--- src/rsa_pkg.sv ---
// Behaviour
// Hardware pin sets voltage below 3 V, else 54 V.
// First firmware voltage command ends pin control until a power recycle.
// Open mode pin two-wire; 1k-5k to return multidrop.
// Answer address 100 plus four position bits.
// Address bit 0: zero writes, one reads.
// Also accept writes at broadcast address 00.
// Broadcast read flags an invalid command.
// Host confirms broadcast by reading each unit.
// Broadcast may switch output or change voltage.
// Unit level quantized to ten; 3.3 V invalid.
// Rack level quantized to eight positions.
// Racks 1-4, units 1-4: rack and unit fields.
// Racks 6-8, units 1-5 count upward; rack 5 none.
// Units 6-10 use the second mapping table.
// Output power only with slot interlock satisfied.
// Multidrop address is bay, slot and shelf.
// Slot level quantized to ten; 3.3 V invalid.
// Shelf level accepted within its tabulated window.
// Nearest-level thresholds; outside table means no position.
// Power recycle restores pin control of voltage.
package rsa_pkg;

    // Levels are millivolts from the on-chip converter.
    localparam int LW = 16;

    // Unit and slot windows, midway between nominal levels.
    localparam logic [15:0] TEN_LO [10] = '{16'h0B13, 16'h09C9, 16'h087F, 16'h0735, 16'h05EB,
                                           16'h04A1, 16'h0357, 16'h020D, 16'h00B4, 16'h0000};
    localparam logic [15:0] TEN_HI [10] = '{16'h0C4D, 16'h0B12, 16'h09C8, 16'h087E, 16'h0734,
                                           16'h05EA, 16'h04A0, 16'h0356, 16'h020C, 16'h00B3};
    // Rack windows; the top position is the open pull-up level.
    localparam logic [15:0] RACK_LO [8] = '{16'h0BEA, 16'h09F6, 16'h0802, 16'h0640,
                                           16'h04B0, 16'h02EE, 16'h00FA, 16'h0000};
    localparam logic [15:0] RACK_HI [8] = '{16'hFFFF, 16'h0BE9, 16'h09F5, 16'h0801,
                                           16'h063F, 16'h04AF, 16'h02ED, 16'h00F9};
    // Shelf windows, minimum to maximum.
    localparam logic [15:0] SHELF_LO [10] = '{16'h08FC, 16'h125C, 16'h1CE8, 16'h251C, 16'h2E18,
                                             16'h3778, 16'h40D8, 16'h4A38, 16'h5334, 16'h5CF8};
    localparam logic [15:0] SHELF_HI [10] = '{16'h0A8C, 16'h14B4, 16'h1DB0, 16'h2904, 16'h3390,
                                             16'h3DB8, 16'h47E0, 16'h5208, 16'h5C30, 16'h66BC};

    // Voltage programming constants.
    localparam logic [15:0] VPROG_LIMIT_MV  = 16'h0BB8;
    localparam logic [15:0] VOUT_DEFAULT_MV = 16'hD2F0;
    localparam logic [15:0] VOUT_BASE_MV    = 16'hABE0;
    localparam logic [12:0] VPROG_GAIN      = 13'h12AB;
    localparam int          VPROG_SHIFT     = 10;

    // Mode strap resistance window in ohms.
    localparam logic [15:0] MODE_RES_MIN = 16'h03E8;
    localparam logic [15:0] MODE_RES_MAX = 16'h1388;

    // Address byte layout and commands.
    localparam logic [2:0] ADDR_PREFIX  = 3'h4;
    localparam logic [6:0] ADDR_BCAST   = 7'h00;
    localparam logic [7:0] CMD_VOUT     = 8'h21;
    localparam logic [7:0] CMD_OPER     = 8'h01;
    localparam int         OPER_ON_BIT  = 7;
    localparam logic [3:0] SLOT_SHORTED = 4'hA;

    // Bus engine states.
    typedef enum logic [5:0] {
        ST_IDLE = 6'h01,
        ST_ADDR = 6'h02,
        ST_AACK = 6'h04,
        ST_DATA = 6'h08,
        ST_DACK = 6'h10,
        ST_SKIP = 6'h20
    } rsa_state_t;

endpackage : rsa_pkg

--- src/rsa_sync2.sv ---
// Two-flop synchroniser for pins from outside the core clock domain.
module rsa_sync2 #(
    parameter int W = 1
) (
    input  wire logic         core_clk,
    input  wire logic         rst_n,
    input  wire logic [W-1:0] async_in,
    output logic      [W-1:0] sync_out
);
    logic [W-1:0] meta_q; // First stage, read only by the second stage.

    // Pins idle high on an open-drain bus, so reset to ones.
    always_ff @(posedge core_clk) begin
        if (!rst_n) begin
            meta_q   <= '1;
            sync_out <= '1;
        end else begin
            meta_q   <= async_in;
            sync_out <= meta_q;
        end
    end
endmodule : rsa_sync2

--- src/rsa_level_quant.sv ---
// Window quantizer: finds the table entry whose window holds the level.
module rsa_level_quant #(
    parameter int          N       = 10,
    parameter logic [15:0] LO [N]  = '{default: 16'h0000},
    parameter logic [15:0] HI [N]  = '{default: 16'h0000}
) (
    input  wire logic [15:0] level_mv,
    output logic      [3:0]  position,
    output logic             valid
);
    logic [N-1:0] hit; // One bit per window that holds the level.

    // Each entry compares its own window.
    for (genvar i = 0; i < N; i++) begin : g_win
        assign hit[i] = (level_mv >= LO[i]) && (level_mv <= HI[i]);
    end

    // Windows do not overlap, so the lowest hit is the only hit.
    always_comb begin
        position = 4'h0;
        valid    = 1'b0;
        for (int i = N - 1; i >= 0; i--) begin
            if (hit[i]) begin
                position = 4'(i + 1);
                valid    = 1'b1;
            end
        end
    end
endmodule : rsa_level_quant

--- src/rsa_top.sv ---
// Address derivation, control arbitration and address-byte front end.
module rsa_top (
    input  wire logic        core_clk,
    input  wire logic        rst_n,
    input  wire logic [15:0] mode_res_ohms,
    input  wire logic [15:0] unit_position_level,
    input  wire logic [15:0] rack_position_level,
    input  wire logic [15:0] slot_position_level,
    input  wire logic [15:0] shelf_position_level,
    input  wire logic [15:0] voltage_program_pin,
    input  wire logic        scl_in,
    input  wire logic        sda_in,
    output logic             sda_out,
    output logic             sda_oe_n,
    input  wire logic        invalid_cmd_clr,
    output logic             invalid_cmd,
    output logic             multidrop_mode,
    output logic [3:0]       position_address_bits,
    output logic             position_valid,
    output logic [3:0]       bay_position,
    output logic [3:0]       slot_position,
    output logic [3:0]       shelf_position,
    output logic             multidrop_addr_valid,
    output logic             hw_control,
    output logic [15:0]      vout_setpoint_mv,
    output logic             main_output_en
);
    import rsa_pkg::*;

    // Quantized positions from the sensed levels.
    logic [3:0] unit_pos, rack_pos, slot_pos, shelf_pos;
    logic       unit_ok, rack_ok, slot_ok, shelf_ok;

    rsa_level_quant #(.N(10), .LO(TEN_LO), .HI(TEN_HI)) u_unit (
        .level_mv (unit_position_level),
        .position (unit_pos),
        .valid    (unit_ok)
    );
    rsa_level_quant #(.N(8), .LO(RACK_LO), .HI(RACK_HI)) u_rack (
        .level_mv (rack_position_level),
        .position (rack_pos),
        .valid    (rack_ok)
    );
    rsa_level_quant #(.N(10), .LO(TEN_LO), .HI(TEN_HI)) u_slot (
        .level_mv (slot_position_level),
        .position (slot_pos),
        .valid    (slot_ok)
    );
    rsa_level_quant #(.N(10), .LO(SHELF_LO), .HI(SHELF_HI)) u_shelf (
        .level_mv (shelf_position_level),
        .position (shelf_pos),
        .valid    (shelf_ok)
    );

    // Map unit and rack positions onto the four address bits.
    function automatic logic [4:0] pos_code(input logic [3:0] u, input logic [3:0] r);
        logic [4:0] c;
        c = 5'h00;
        if (u >= 4'h1 && u <= 4'h4 && r >= 4'h1 && r <= 4'h4) begin
            c = {1'b1, 2'(r - 4'h1), 2'(u - 4'h1)};
        end else if (u >= 4'h1 && u <= 4'h5 && r >= 4'h6) begin
            c = {1'b1, 4'((r - 4'h6) * 4'h5 + (u - 4'h1))};
        end else if (u == 4'h6 || u == 4'h7) begin
            c = {1'b1, 4'((r - 4'h1) * 4'h2 + (u - 4'h6))};
        end else if (u >= 4'h8 && r >= 4'h4) begin
            c = {1'b1, 4'((r - 4'h4) * 4'h3 + (u - 4'h8))};
        end
        return c;
    endfunction : pos_code

    logic [4:0] code_w; // Valid flag above the four address bits.
    assign code_w = (unit_ok && rack_ok) ? pos_code(unit_pos, rack_pos) : 5'h00;

    // Bus pins cross from the host's clock into the core domain.
    logic scl_s, sda_s;
    rsa_sync2 #(.W(2)) u_sync (
        .core_clk (core_clk),
        .rst_n    (rst_n),
        .async_in ({scl_in, sda_in}),
        .sync_out ({scl_s, sda_s})
    );

    // Bus engine state.
    rsa_state_t st_q, st_d;
    logic       scl_p_q, scl_p_d, sda_p_q, sda_p_d;
    logic [2:0] bit_q, bit_d;
    logic [7:0] sh_q, sh_d;
    logic [1:0] nbyte_q, nbyte_d;
    logic [7:0] cmd_q, cmd_d, d0_q, d0_d, d1_q, d1_d;
    logic       wr_q, wr_d;
    logic       drv_q, drv_d;
    logic       exec_q, exec_d;
    logic       bad_read;

    // Control state.
    logic        mode_q, mode_d, strap_q, strap_d;
    logic        fw_q, fw_d, on_q, on_d, inv_q, inv_d;
    logic [15:0] fwv_q, fwv_d, vset_q, vset_d;
    logic        en_q, en_d;
    logic [3:0]  pab_q, pab_d;
    logic        pv_q, pv_d;

    logic scl_rise, scl_fall, start_c, stop_c;
    logic [7:0] byte_in;
    logic       match_unit, match_bcast;

    // Edges are taken from the second flop and its delayed copy only.
    assign scl_rise = scl_s && !scl_p_q;
    assign scl_fall = !scl_s && scl_p_q;
    assign start_c  = scl_s && scl_p_q && !sda_s && sda_p_q;
    assign stop_c   = scl_s && scl_p_q && sda_s && !sda_p_q;
    assign byte_in  = {sh_q[6:0], sda_s};

    // A broadcast byte acknowledges only as a write; its read is refused.
    assign match_unit  = !mode_q && pv_q && byte_in[7:5] == ADDR_PREFIX
                         && byte_in[4:1] == pab_q;
    assign match_bcast = !mode_q && byte_in[7:1] == ADDR_BCAST;
    assign bad_read    = (st_q == ST_ADDR) && scl_rise && bit_q == 3'h7
                         && match_bcast && byte_in[0];

    // Next-state logic of the bus engine.
    always_comb begin
        st_d    = st_q;
        scl_p_d = scl_s;
        sda_p_d = sda_s;
        bit_d   = bit_q;
        sh_d    = sh_q;
        nbyte_d = nbyte_q;
        cmd_d   = cmd_q;
        d0_d    = d0_q;
        d1_d    = d1_q;
        wr_d    = wr_q;
        drv_d   = drv_q;
        exec_d  = 1'b0;
        if (start_c) begin
            // A start, repeated or not, always opens a new address byte.
            st_d    = ST_ADDR;
            bit_d   = 3'h0;
            nbyte_d = 2'h0;
            drv_d   = 1'b0;
        end else if (stop_c) begin
            // A stop closes a write; collected bytes then take effect.
            exec_d = (st_q == ST_DATA) && wr_q;
            st_d   = ST_IDLE;
            drv_d  = 1'b0;
        end else begin
            case (st_q)
                ST_ADDR: begin
                    if (scl_rise) begin
                        sh_d  = byte_in;
                        bit_d = 3'(bit_q + 3'h1);
                        if (bit_q == 3'h7) begin
                            wr_d = !byte_in[0];
                            if (match_unit || (match_bcast && !byte_in[0])) begin
                                st_d = ST_AACK;
                            end else begin
                                st_d = ST_SKIP;
                            end
                        end
                    end
                end
                ST_AACK, ST_DACK: begin
                    // Pull data low from the eighth falling edge to the ninth.
                    if (scl_fall) begin
                        drv_d = !drv_q;
                        if (drv_q) begin
                            st_d  = wr_q ? ST_DATA : ST_SKIP;
                            bit_d = 3'h0;
                        end
                    end
                end
                ST_DATA: begin
                    if (scl_rise) begin
                        sh_d  = byte_in;
                        bit_d = 3'(bit_q + 3'h1);
                        if (bit_q == 3'h7) begin
                            st_d = ST_DACK;
                            if (nbyte_q == 2'h0) begin
                                cmd_d = byte_in;
                            end else if (nbyte_q == 2'h1) begin
                                d0_d = byte_in;
                            end else if (nbyte_q == 2'h2) begin
                                d1_d = byte_in;
                            end
                            if (nbyte_q != 2'h3) begin
                                nbyte_d = 2'(nbyte_q + 2'h1);
                            end
                        end
                    end
                end
                ST_SKIP: begin
                    // Reads and foreign addresses are left alone until a stop or a new start.
                    drv_d = 1'b0;
                end
                default: begin
                    st_d = ST_IDLE;
                end
            endcase
        end
    end

    // Bus engine registers.
    always_ff @(posedge core_clk) begin
        if (!rst_n) begin
            st_q    <= ST_IDLE;
            scl_p_q <= 1'b1;
            sda_p_q <= 1'b1;
            bit_q   <= 3'h0;
            sh_q    <= 8'h00;
            nbyte_q <= 2'h0;
            cmd_q   <= 8'h00;
            d0_q    <= 8'h00;
            d1_q    <= 8'h00;
            wr_q    <= 1'b0;
            drv_q   <= 1'b0;
            exec_q  <= 1'b0;
        end else begin
            st_q    <= st_d;
            scl_p_q <= scl_p_d;
            sda_p_q <= sda_p_d;
            bit_q   <= bit_d;
            sh_q    <= sh_d;
            nbyte_q <= nbyte_d;
            cmd_q   <= cmd_d;
            d0_q    <= d0_d;
            d1_q    <= d1_d;
            wr_q    <= wr_d;
            drv_q   <= drv_d;
            exec_q  <= exec_d;
        end
    end

    logic [28:0] vprog_scaled; // Pin millivolts times the gain.
    assign vprog_scaled = voltage_program_pin * VPROG_GAIN;

    // Next-state logic of the control state.
    always_comb begin
        mode_d  = mode_q;
        strap_d = 1'b1;
        fw_d    = fw_q;
        fwv_d   = fwv_q;
        on_d    = on_q;
        pab_d   = code_w[3:0];
        pv_d    = code_w[4];
        // The strap is caught once, on the first edge after reset release.
        if (!strap_q) begin
            mode_d = mode_res_ohms >= MODE_RES_MIN && mode_res_ohms <= MODE_RES_MAX;
        end
        // Set wins over a clear arriving in the same cycle.
        inv_d = (inv_q && !invalid_cmd_clr) || bad_read;
        // Broadcast and own-address writes act alike, so all units move together.
        if (exec_q) begin
            if (cmd_q == CMD_VOUT && nbyte_q >= 2'h3) begin
                fw_d  = 1'b1;
                fwv_d = {d1_q, d0_q};
            end else if (cmd_q == CMD_OPER && nbyte_q >= 2'h2) begin
                on_d = d0_q[OPER_ON_BIT];
            end
        end
        // The pin is obeyed only until the first firmware voltage command.
        if (fw_q) begin
            vset_d = fwv_q;
        end else if (voltage_program_pin < VPROG_LIMIT_MV) begin
            vset_d = 16'(VOUT_BASE_MV + 16'(vprog_scaled >> VPROG_SHIFT));
        end else begin
            vset_d = VOUT_DEFAULT_MV;
        end
        // Two-wire needs a shorted slot; multidrop accepts any valid slot.
        en_d = on_q && (mode_q ? slot_ok : (slot_ok && slot_pos == SLOT_SHORTED));
    end

    // Control registers; reset stands for a bias power recycle.
    always_ff @(posedge core_clk) begin
        if (!rst_n) begin
            mode_q <= 1'b0;
            strap_q <= 1'b0;
            fw_q   <= 1'b0;
            fwv_q  <= VOUT_DEFAULT_MV;
            on_q   <= 1'b1;
            inv_q  <= 1'b0;
            vset_q <= VOUT_DEFAULT_MV;
            en_q   <= 1'b0;
            pab_q  <= 4'h0;
            pv_q   <= 1'b0;
        end else begin
            mode_q <= mode_d;
            strap_q <= strap_d;
            fw_q   <= fw_d;
            fwv_q  <= fwv_d;
            on_q   <= on_d;
            inv_q  <= inv_d;
            vset_q <= vset_d;
            en_q   <= en_d;
            pab_q  <= pab_d;
            pv_q   <= pv_d;
        end
    end

    // Outputs; multidrop parts are plain positions, bay from the unit level.
    assign sda_out               = 1'b0;
    assign sda_oe_n              = !drv_q;
    assign invalid_cmd           = inv_q;
    assign multidrop_mode        = mode_q;
    assign position_address_bits = pab_q;
    assign position_valid        = pv_q;
    assign bay_position          = unit_pos;
    assign slot_position         = slot_pos;
    assign shelf_position        = shelf_pos;
    assign multidrop_addr_valid  = mode_q && unit_ok && slot_ok && shelf_ok;
    assign hw_control            = !fw_q;
    assign vout_setpoint_mv      = vset_q;
    assign main_output_en        = en_q;
endmodule : rsa_top

--- config.mk ---
export PLATFORM = sky130hd
export DESIGN_NAME = rsa_top
export DESIGN_NICKNAME = d
export VERILOG_FILES = /design/src/rsa_pkg.sv /design/src/rsa_sync2.sv /design/src/rsa_level_quant.sv /design/src/rsa_top.sv
export SDC_FILE = /design/constraint.sdc
export NUM_CORES = 1
export LEC_CHECK = 0
export BUFFER_PORTS_ARGS = -buffer_cell sky130_fd_sc_hd__buf_2
export CAP_MARGIN = 15
export CORE_MARGIN = 5
export CORE_UTILIZATION = 30
export CTS_CLUSTER_SIZE = 40
export DETAILED_ROUTE_END_ITERATION = 12
export GPL_TIMING_DRIVEN = 0
export SLEW_MARGIN = 20
export SYNTH_ARGS = -nofsm -noshare
export SYNTH_HDL_FRONTEND = slang
export SYNTH_HIERARCHICAL = 1
export SYNTH_SLANG_ARGS = --single-unit
--- constraint.sdc ---
create_clock -name core_clk -period 6.1 [get_ports core_clk]
set_input_delay 1.22 -clock core_clk [delete_from_list [all_inputs] [get_ports core_clk]]
set_output_delay 1.22 -clock core_clk [all_outputs]
set_load 0.01 [all_outputs]
==> flow_summary.ini, run 1 <==
[worst_hold_path]
min_to = u_sync/sync_out[0]
hold_class = flop to flop
hold_path.startpoint = u_sync/meta_q[0]
hold_depth = 1

[synth]
avgSynthCellArea_um2 = 8.30
synth_edf_count = 0
synth_nets = 1515
synthTopCellsByArea = dfxtp_1 (18%), ha_1 (15%), fa_1 (12%)
async_flop_share = 0
netlist_instances = 1233
synth_top_area_share = 0.184
ys_warn_count = 6
synth_seq_cells = 94
synth_flop_cell = dfxtp_1
ys_top_cells_by_count = inv_1 (164), ha_1 (119), nand2_1 (100), dfxtp_1 (94), fa_1 (62)
seq_area_frac_synth = 0.184
syn_area_um2 = 10200
yosys.area.top_type = dfxtp_1
yosysMostFrequentCell = inv_1
ys_types = 96

[placed_design]
place_area_um2 = 11600
port-buffer-count = 127
gp_congestion = 0.905
dp_hpwl_um = 22400

[timing]
rsz0062_at_grt = true
tns_ns = -0.484
slew_viol_final = 0
fin_worst_skew_ns = 0.00885
fmax_ghz = 0.158
layout_min_cycle_time_ns = 6.34
tightest_slew_ns = 0.957
slew_headroom = 0.356
finalHoldViolations = 0
fin_crit_sh = 1.04
setup_viol = 3
fin_ws_ns = -0.242

[setup_path]
crit_slowest_cell = fa_1
cp.required_ns = 6.33
critical_path.top_delay_family = adder cells
r2r_start = st_q[2]
start_kind = input port
critPathKind = input port to flop
crit_path_max_incr_delay_ns = 0.49
path_buf_inv = 5
cp.arrival_ns = 6.57
worst_r2r_endpoint = cmd_q[2]
cp_common_cell = fa_1
cp_max_fo = 6
endpoint_kind = flop
r2r_slack_ns = 3.90
r2r_cells = 7
path_cells = buf_4 > ha_4 > inv_1 > fa_1 > inv_1 > fa_1 > fa_1 > inv_1 > fa_1 > inv_2 > ha_4 > a21o_1 > a21o_1 > a21oi_2 > o21ai_2 > xnor2_2 > ha_2 > nand3b_1 > mux2_4 > a211o_1 > a32oi_2 > o21ai_1 > and4_1 > o32a_1
cp.depth = 24

[floorplanning]
core_area_um2 = 33600
rows = 67
start_util = 0.305
die_w_um = 195
io_pins = 141
die_area_um2 = 37900
die_h_um = 195

[clock_network]
clk_pin_slew_ns = 0.07
cts_tree = built
hold_buffers = 0
cts_buffers = 9
cts_root_buffer = clkbuf_16
clock_sinks = 94
h-tree-depth = 3
clock_path_buffers = 2
clk_latency_ns = 0.34

[power]
power.density_nw_per_um2 = 389
ir_drop_v = 0.000349
leakage_nw = 5.23

[grt]
grt_pass1_wl_um = 46800
grt_pass1_vias = 9314
use_met2 = 0.237
met3_usage = 0.0319
grt_overflow = 0
grt_max_degree = 16
grt.met1_usage = 0.201
gr-usage-all-layers = 0.145
grt_antenna_before_repair = 0
top_usage_layer = met2

[finish]
syn_to_final_growth_pct = 20.1
drive_above_1_share = 0.187
stdcell_area_um2 = 12300
post-route-util = 0.366
antenna_cells = 0
fin_nets = 1675
nFillCells = 3439

[outcome]
violations = setup timing
status = finished, violations left

[job]
maxCapViolCount = 0

[route]
routedWlPerCell_um = 15.3
viasPerCell = 5.07
drt_iter0_drc = 511
antenna_left = 0
drt_first_pass_iters = 5
num_vias = 9356
wl_um = 28200
drc_errors = 0
[flip-flops by register name, summed over array words and instances (netlist names), 2 cells and up]
signal,count
cmd_q,8
vout_setpoint_mv,16
d0_q,8
st_q,6
fwv_q,16
u_sync/meta_q,2
u_sync/sync_out,2
d1_q,8
sh_q,7
nbyte_q,2
bit_q,3
position_address_bits,4
[layout by cell type (no fill, tap or decap), drive strengths merged, types with 13 or more instances in the layout]
master and count:
inv 165, buf 159, ha 119, nand2 101
dfxtp 94, fa 62, clkbuf 58, nor2 57
nand3 55, a21oi 44, o21ai 38, nor2b 37
xnor2 34, a21boi 33, nor3 30, nand4 20
mux2i 20, nand2b 18, o211ai 13, a31oi 13
or4 13
[power by group]
group / switching, mW / internal, mW / leakage [nW]
logic: 1.80 / 1.79 / 4.33
registers: 0.00499 / 0.626 / 0.760
clock network: 0.234 / 0.321 / 0.137
total: 2.04 / 2.73 / 5.23
[how the worst max path moves through the flow]
stage          slack, ns                    to               startpoint
2_1_floorplan      -0.21  vout_setpoint_mv[15]  voltage_program_pin[14]
3_3_place_gp       -0.81  vout_setpoint_mv[15]  voltage_program_pin[11]
3_5_place_dp       -0.82  vout_setpoint_mv[15]  voltage_program_pin[11]
4_1_cts            -0.22  vout_setpoint_mv[15]  voltage_program_pin[12]
5_1_grt            -0.42  vout_setpoint_mv[15]   voltage_program_pin[9]
6_report           -0.24  vout_setpoint_mv[15]   voltage_program_pin[9]
[cell families after synthesis]
group                      count (synthesis)  share of synthesized area
AOI/OAI and AO/OA                        261                      0.190
and+or+nand+nor                          408                      0.214
DFF                                       94                      0.184
muxes                                     23                     0.0229
adders and majority gates                181                      0.267
other                                      2                   0.000734
buffers and inverters                    221                     0.0848
xor gates and xnor gates                  43                     0.0368
[per-layer routing]
layer	part of all wire	vias to the layer above
met3	0.067	30
met2	0.45	289
met5	0	-
met4	0.011	0
li1	-	4641
met1	0.47	4396
[per-stage QoR]
| stage | hold slack, ns | power, mW | instances | worst slack [ns] |
|---|---|---|---|---|
| final | 0.409 | 4.78 | 1846 | -0.242 |
| after floorplan | 0.386 | 3.00 | 1233 | -0.213 |
| after detailed placement | 0.392 | 3.59 | 1809 | -0.824 |
| after CTS | 0.408 | 4.49 | 1836 | -0.218 |
| after global routing | 0.422 | 5.20 | 1846 | -0.422 |
| after global placement | 0.394 | 3.56 | 1808 | -0.812 |
[layout make-up]
class | instances | area, µm² | area share
Timing Repair Buffer | 149 | 858 | 0.0698
Clock buffer | 12 | 236 | 0.0192
Tap cell | 448 | 561 | 0.0456
Buffer | 56 | 249 | 0.0203
Multi-Input combinational cell | 918 | 7830 | 0.637
Sequential cell | 94 | 1880 | 0.153
Inverter | 165 | 619 | 0.0504
Clock inverter | 4 | 55.1 | 0.00448
[repair_timing]
item,in CTS,in global routing
cloned,0,0
resized for setup,25,24
setup buffers,11,11
setup endpoints to repair,5,7
endpoints found under the hold margin,0,0
pin swaps,23,30
(Power assumes the default switching activity.)
==> run 2, diff against run 1 <==
--- a/config.mk
+++ b/config.mk
@@ -7,8 +7,10 @@
 export LEC_CHECK = 0
 export BUFFER_PORTS_ARGS = -buffer_cell sky130_fd_sc_hd__buf_2
 export CAP_MARGIN = 15
+export CORE_ASPECT_RATIO = 0.9
 export CORE_MARGIN = 5
 export CORE_UTILIZATION = 30
+export CTS_CLUSTER_DIAMETER = 150
 export CTS_CLUSTER_SIZE = 40
 export DETAILED_ROUTE_END_ITERATION = 12
 export GPL_TIMING_DRIVEN = 0
==> flow_summary.ini, run 2 (synthesized netlist as in run 1, its figures left out) <==
[power]
power_frac_comb = 0.752
pwr-share-clk = 0.115
leakage_nw = 5.27
swShare = 0.433
power.internal_mw = 2.68
seq_power_share = 0.133
ir_drop_v = 0.000364
power.density_nw_per_um2 = 382
netSwitchingPower_mw = 2.05

[grt]
grt_max_degree = 19
grt_pass1_vias = 9333
grt_overflow = 0
grt_pass1_wl_um = 46800
grt_antenna_before_repair = 0
gr-usage-all-layers = 0.147

[timing]
rsz0062_at_grt = true
fmax_ghz = 0.159
fin_worst_skew_ns = 0.00675
tightest_slew_ns = 0.930
fin_ws_ns = -0.176
slew_viol_final = 0
finalHoldViolations = 0
setup_viol = 2
slew_headroom = 0.375
tns_ns = -0.229
fin_crit_sh = 1.03
layout_min_cycle_time_ns = 6.28

[clock_network]
cts_tree = built
h-tree-depth = 3
clk_latency_ns = 0.35
hold_buffers = 0
clk_pin_slew_ns = 0.07
clock_sinks = 94
clock_path_buffers = 2
cts_buffers = 9
cts_root_buffer = clkbuf_16

[setup_path]
path_cells = buf_12 > ha_4 > inv_2 > fa_1 > inv_1 > fa_1 > fa_1 > inv_1 > fa_1 > inv_2 > ha_4 > a211oi_4 > buf_4 > nand2_2 > a2111oi_4 > a21oi_2 > o311a_4 > a211o_1 > a32oi_2 > o21ai_1 > and4_1 > o32a_1
r2r_start = fw_q
endpoint_kind = flop
worst_r2r_endpoint = vout_setpoint_mv[14]
crit_slowest_cell = fa_1
crit_path_max_incr_delay_ns = 0.50
r2r_cells = 8
cp.arrival_ns = 6.51
critPathKind = input port to flop
start_kind = input port
cp_common_cell = fa_1
cp.required_ns = 6.33
cp_max_fo = 4
path_buf_inv = 6
r2r_slack_ns = 3.66
critical_path.top_delay_family = adder cells

[route]
viasPerCell = 5.04
routedWlPerCell_um = 15.1
wl_um = 28100
drt_first_pass_iters = 5
drc_errors = 0
num_vias = 9394
drt_iter0_drc = 563
antenna_left = 0

[finish]
final_common_cell = inv_1
drive_above_1_share = 0.197
nFillCells = 3524
antenna_cells = 0
layout_common_cells = inv_1 (151), buf_2 (121), ha_1 (103)
fin_nets = 1679
syn_to_final_growth_pct = 21.1

[floorplanning]
die_area_um2 = 37900
die_h_um = 185
io_pins = 141
rows = 64
core_area_um2 = 33900
die_w_um = 205
start_util = 0.302

[placed_design]
port-buffer-count = 127
dp_slack_ns = -0.859
gp_congestion = 0.898
dp_hpwl_um = 22900

[worst_hold_path]
hold_path.startpoint = u_sync/meta_q[1]
hold_class = flop to flop
min_to = u_sync/sync_out[1]
hold_depth = 1

[outcome]
violations = setup timing
status = finished, violations left

[job]
maxCapViolCount = 0
[run 2: cell count changes in the layout (fill, tap and decap cells not counted), sizes merged]
cell      before  now
clkinv         2    3
clkinvlp       1    0
buf          159  161
bufinv         1    0
inv          165  169
clkbuf        58   57
[run 2: worst max path at each step]
stage,start,end,slack (ns),cells past startpoint
after floorplan,voltage_program_pin[14],vout_setpoint_mv[15],-0.21,23
after global placement,voltage_program_pin[11],vout_setpoint_mv[15],-0.81,24
after detailed placement,voltage_program_pin[11],vout_setpoint_mv[15],-0.86,24
after CTS,voltage_program_pin[12],vout_setpoint_mv[15],-0.20,24
after global routing,voltage_program_pin[5],vout_setpoint_mv[15],-0.36,24
final,voltage_program_pin[12],vout_setpoint_mv[15],-0.18,22
[run 2: timing repair]
| action | CTS | global route |
|---|---|---|
| resized for setup | 30 | 44 |
| pin swaps | 24 | 24 |
| setup buffers | 12 | 15 |
| setup endpoints to repair | 4 | 7 |
[run 2: metal layers]
| metal | part of all wire | vias to the layer above | global-route usage |
|---|---|---|---|
| met1 | 0.47 | 4445 | 0.205 |
| met4 | 0.012 | 0 | 0.0255 |
| met2 | 0.46 | 240 | 0.242 |
| met3 | 0.057 | 36 | 0.0289 |
| met5 | 0 | - | 0 |
| li1 | - | 4673 | - |
[run 2: area by class of cell]
class	count	area, µm²	share of cell area
Multi-Input combinational cell	918	7850	0.633
Clock inverter	7	60.1	0.00485
Clock buffer	9	225	0.0182
Buffer	56	249	0.0201
Sequential cell	94	1880	0.152
Inverter	165	622	0.0502
Timing Repair Buffer	153	927	0.0748
Tap cell	462	578	0.0466
[run 2: power by group through the flow]
stage,combinational [mW],clock (mW),sequential [mW]
global route,3.95,0.588,0.632
floorplan,2.35,0,0.649
finish,3.56,0.547,0.630
global placement,2.89,0,0.645
CTS,3.27,0.562,0.631
detailed placement,2.92,0,0.645
[run 2: through the flow]
step                hold WS, ns  std cells  total power, mW   util  instance area [µm²]
CTS                       0.412       1850             4.46  0.358                12100
finish                    0.411       1864             4.74  0.366                12400
floorplan                 0.386       1233             3.00      -                10400
global route              0.424       1864             5.17  0.366                12400
detailed placement        0.396       1822             3.57  0.342                11600
global placement          0.389       1822             3.53  0.342                11600
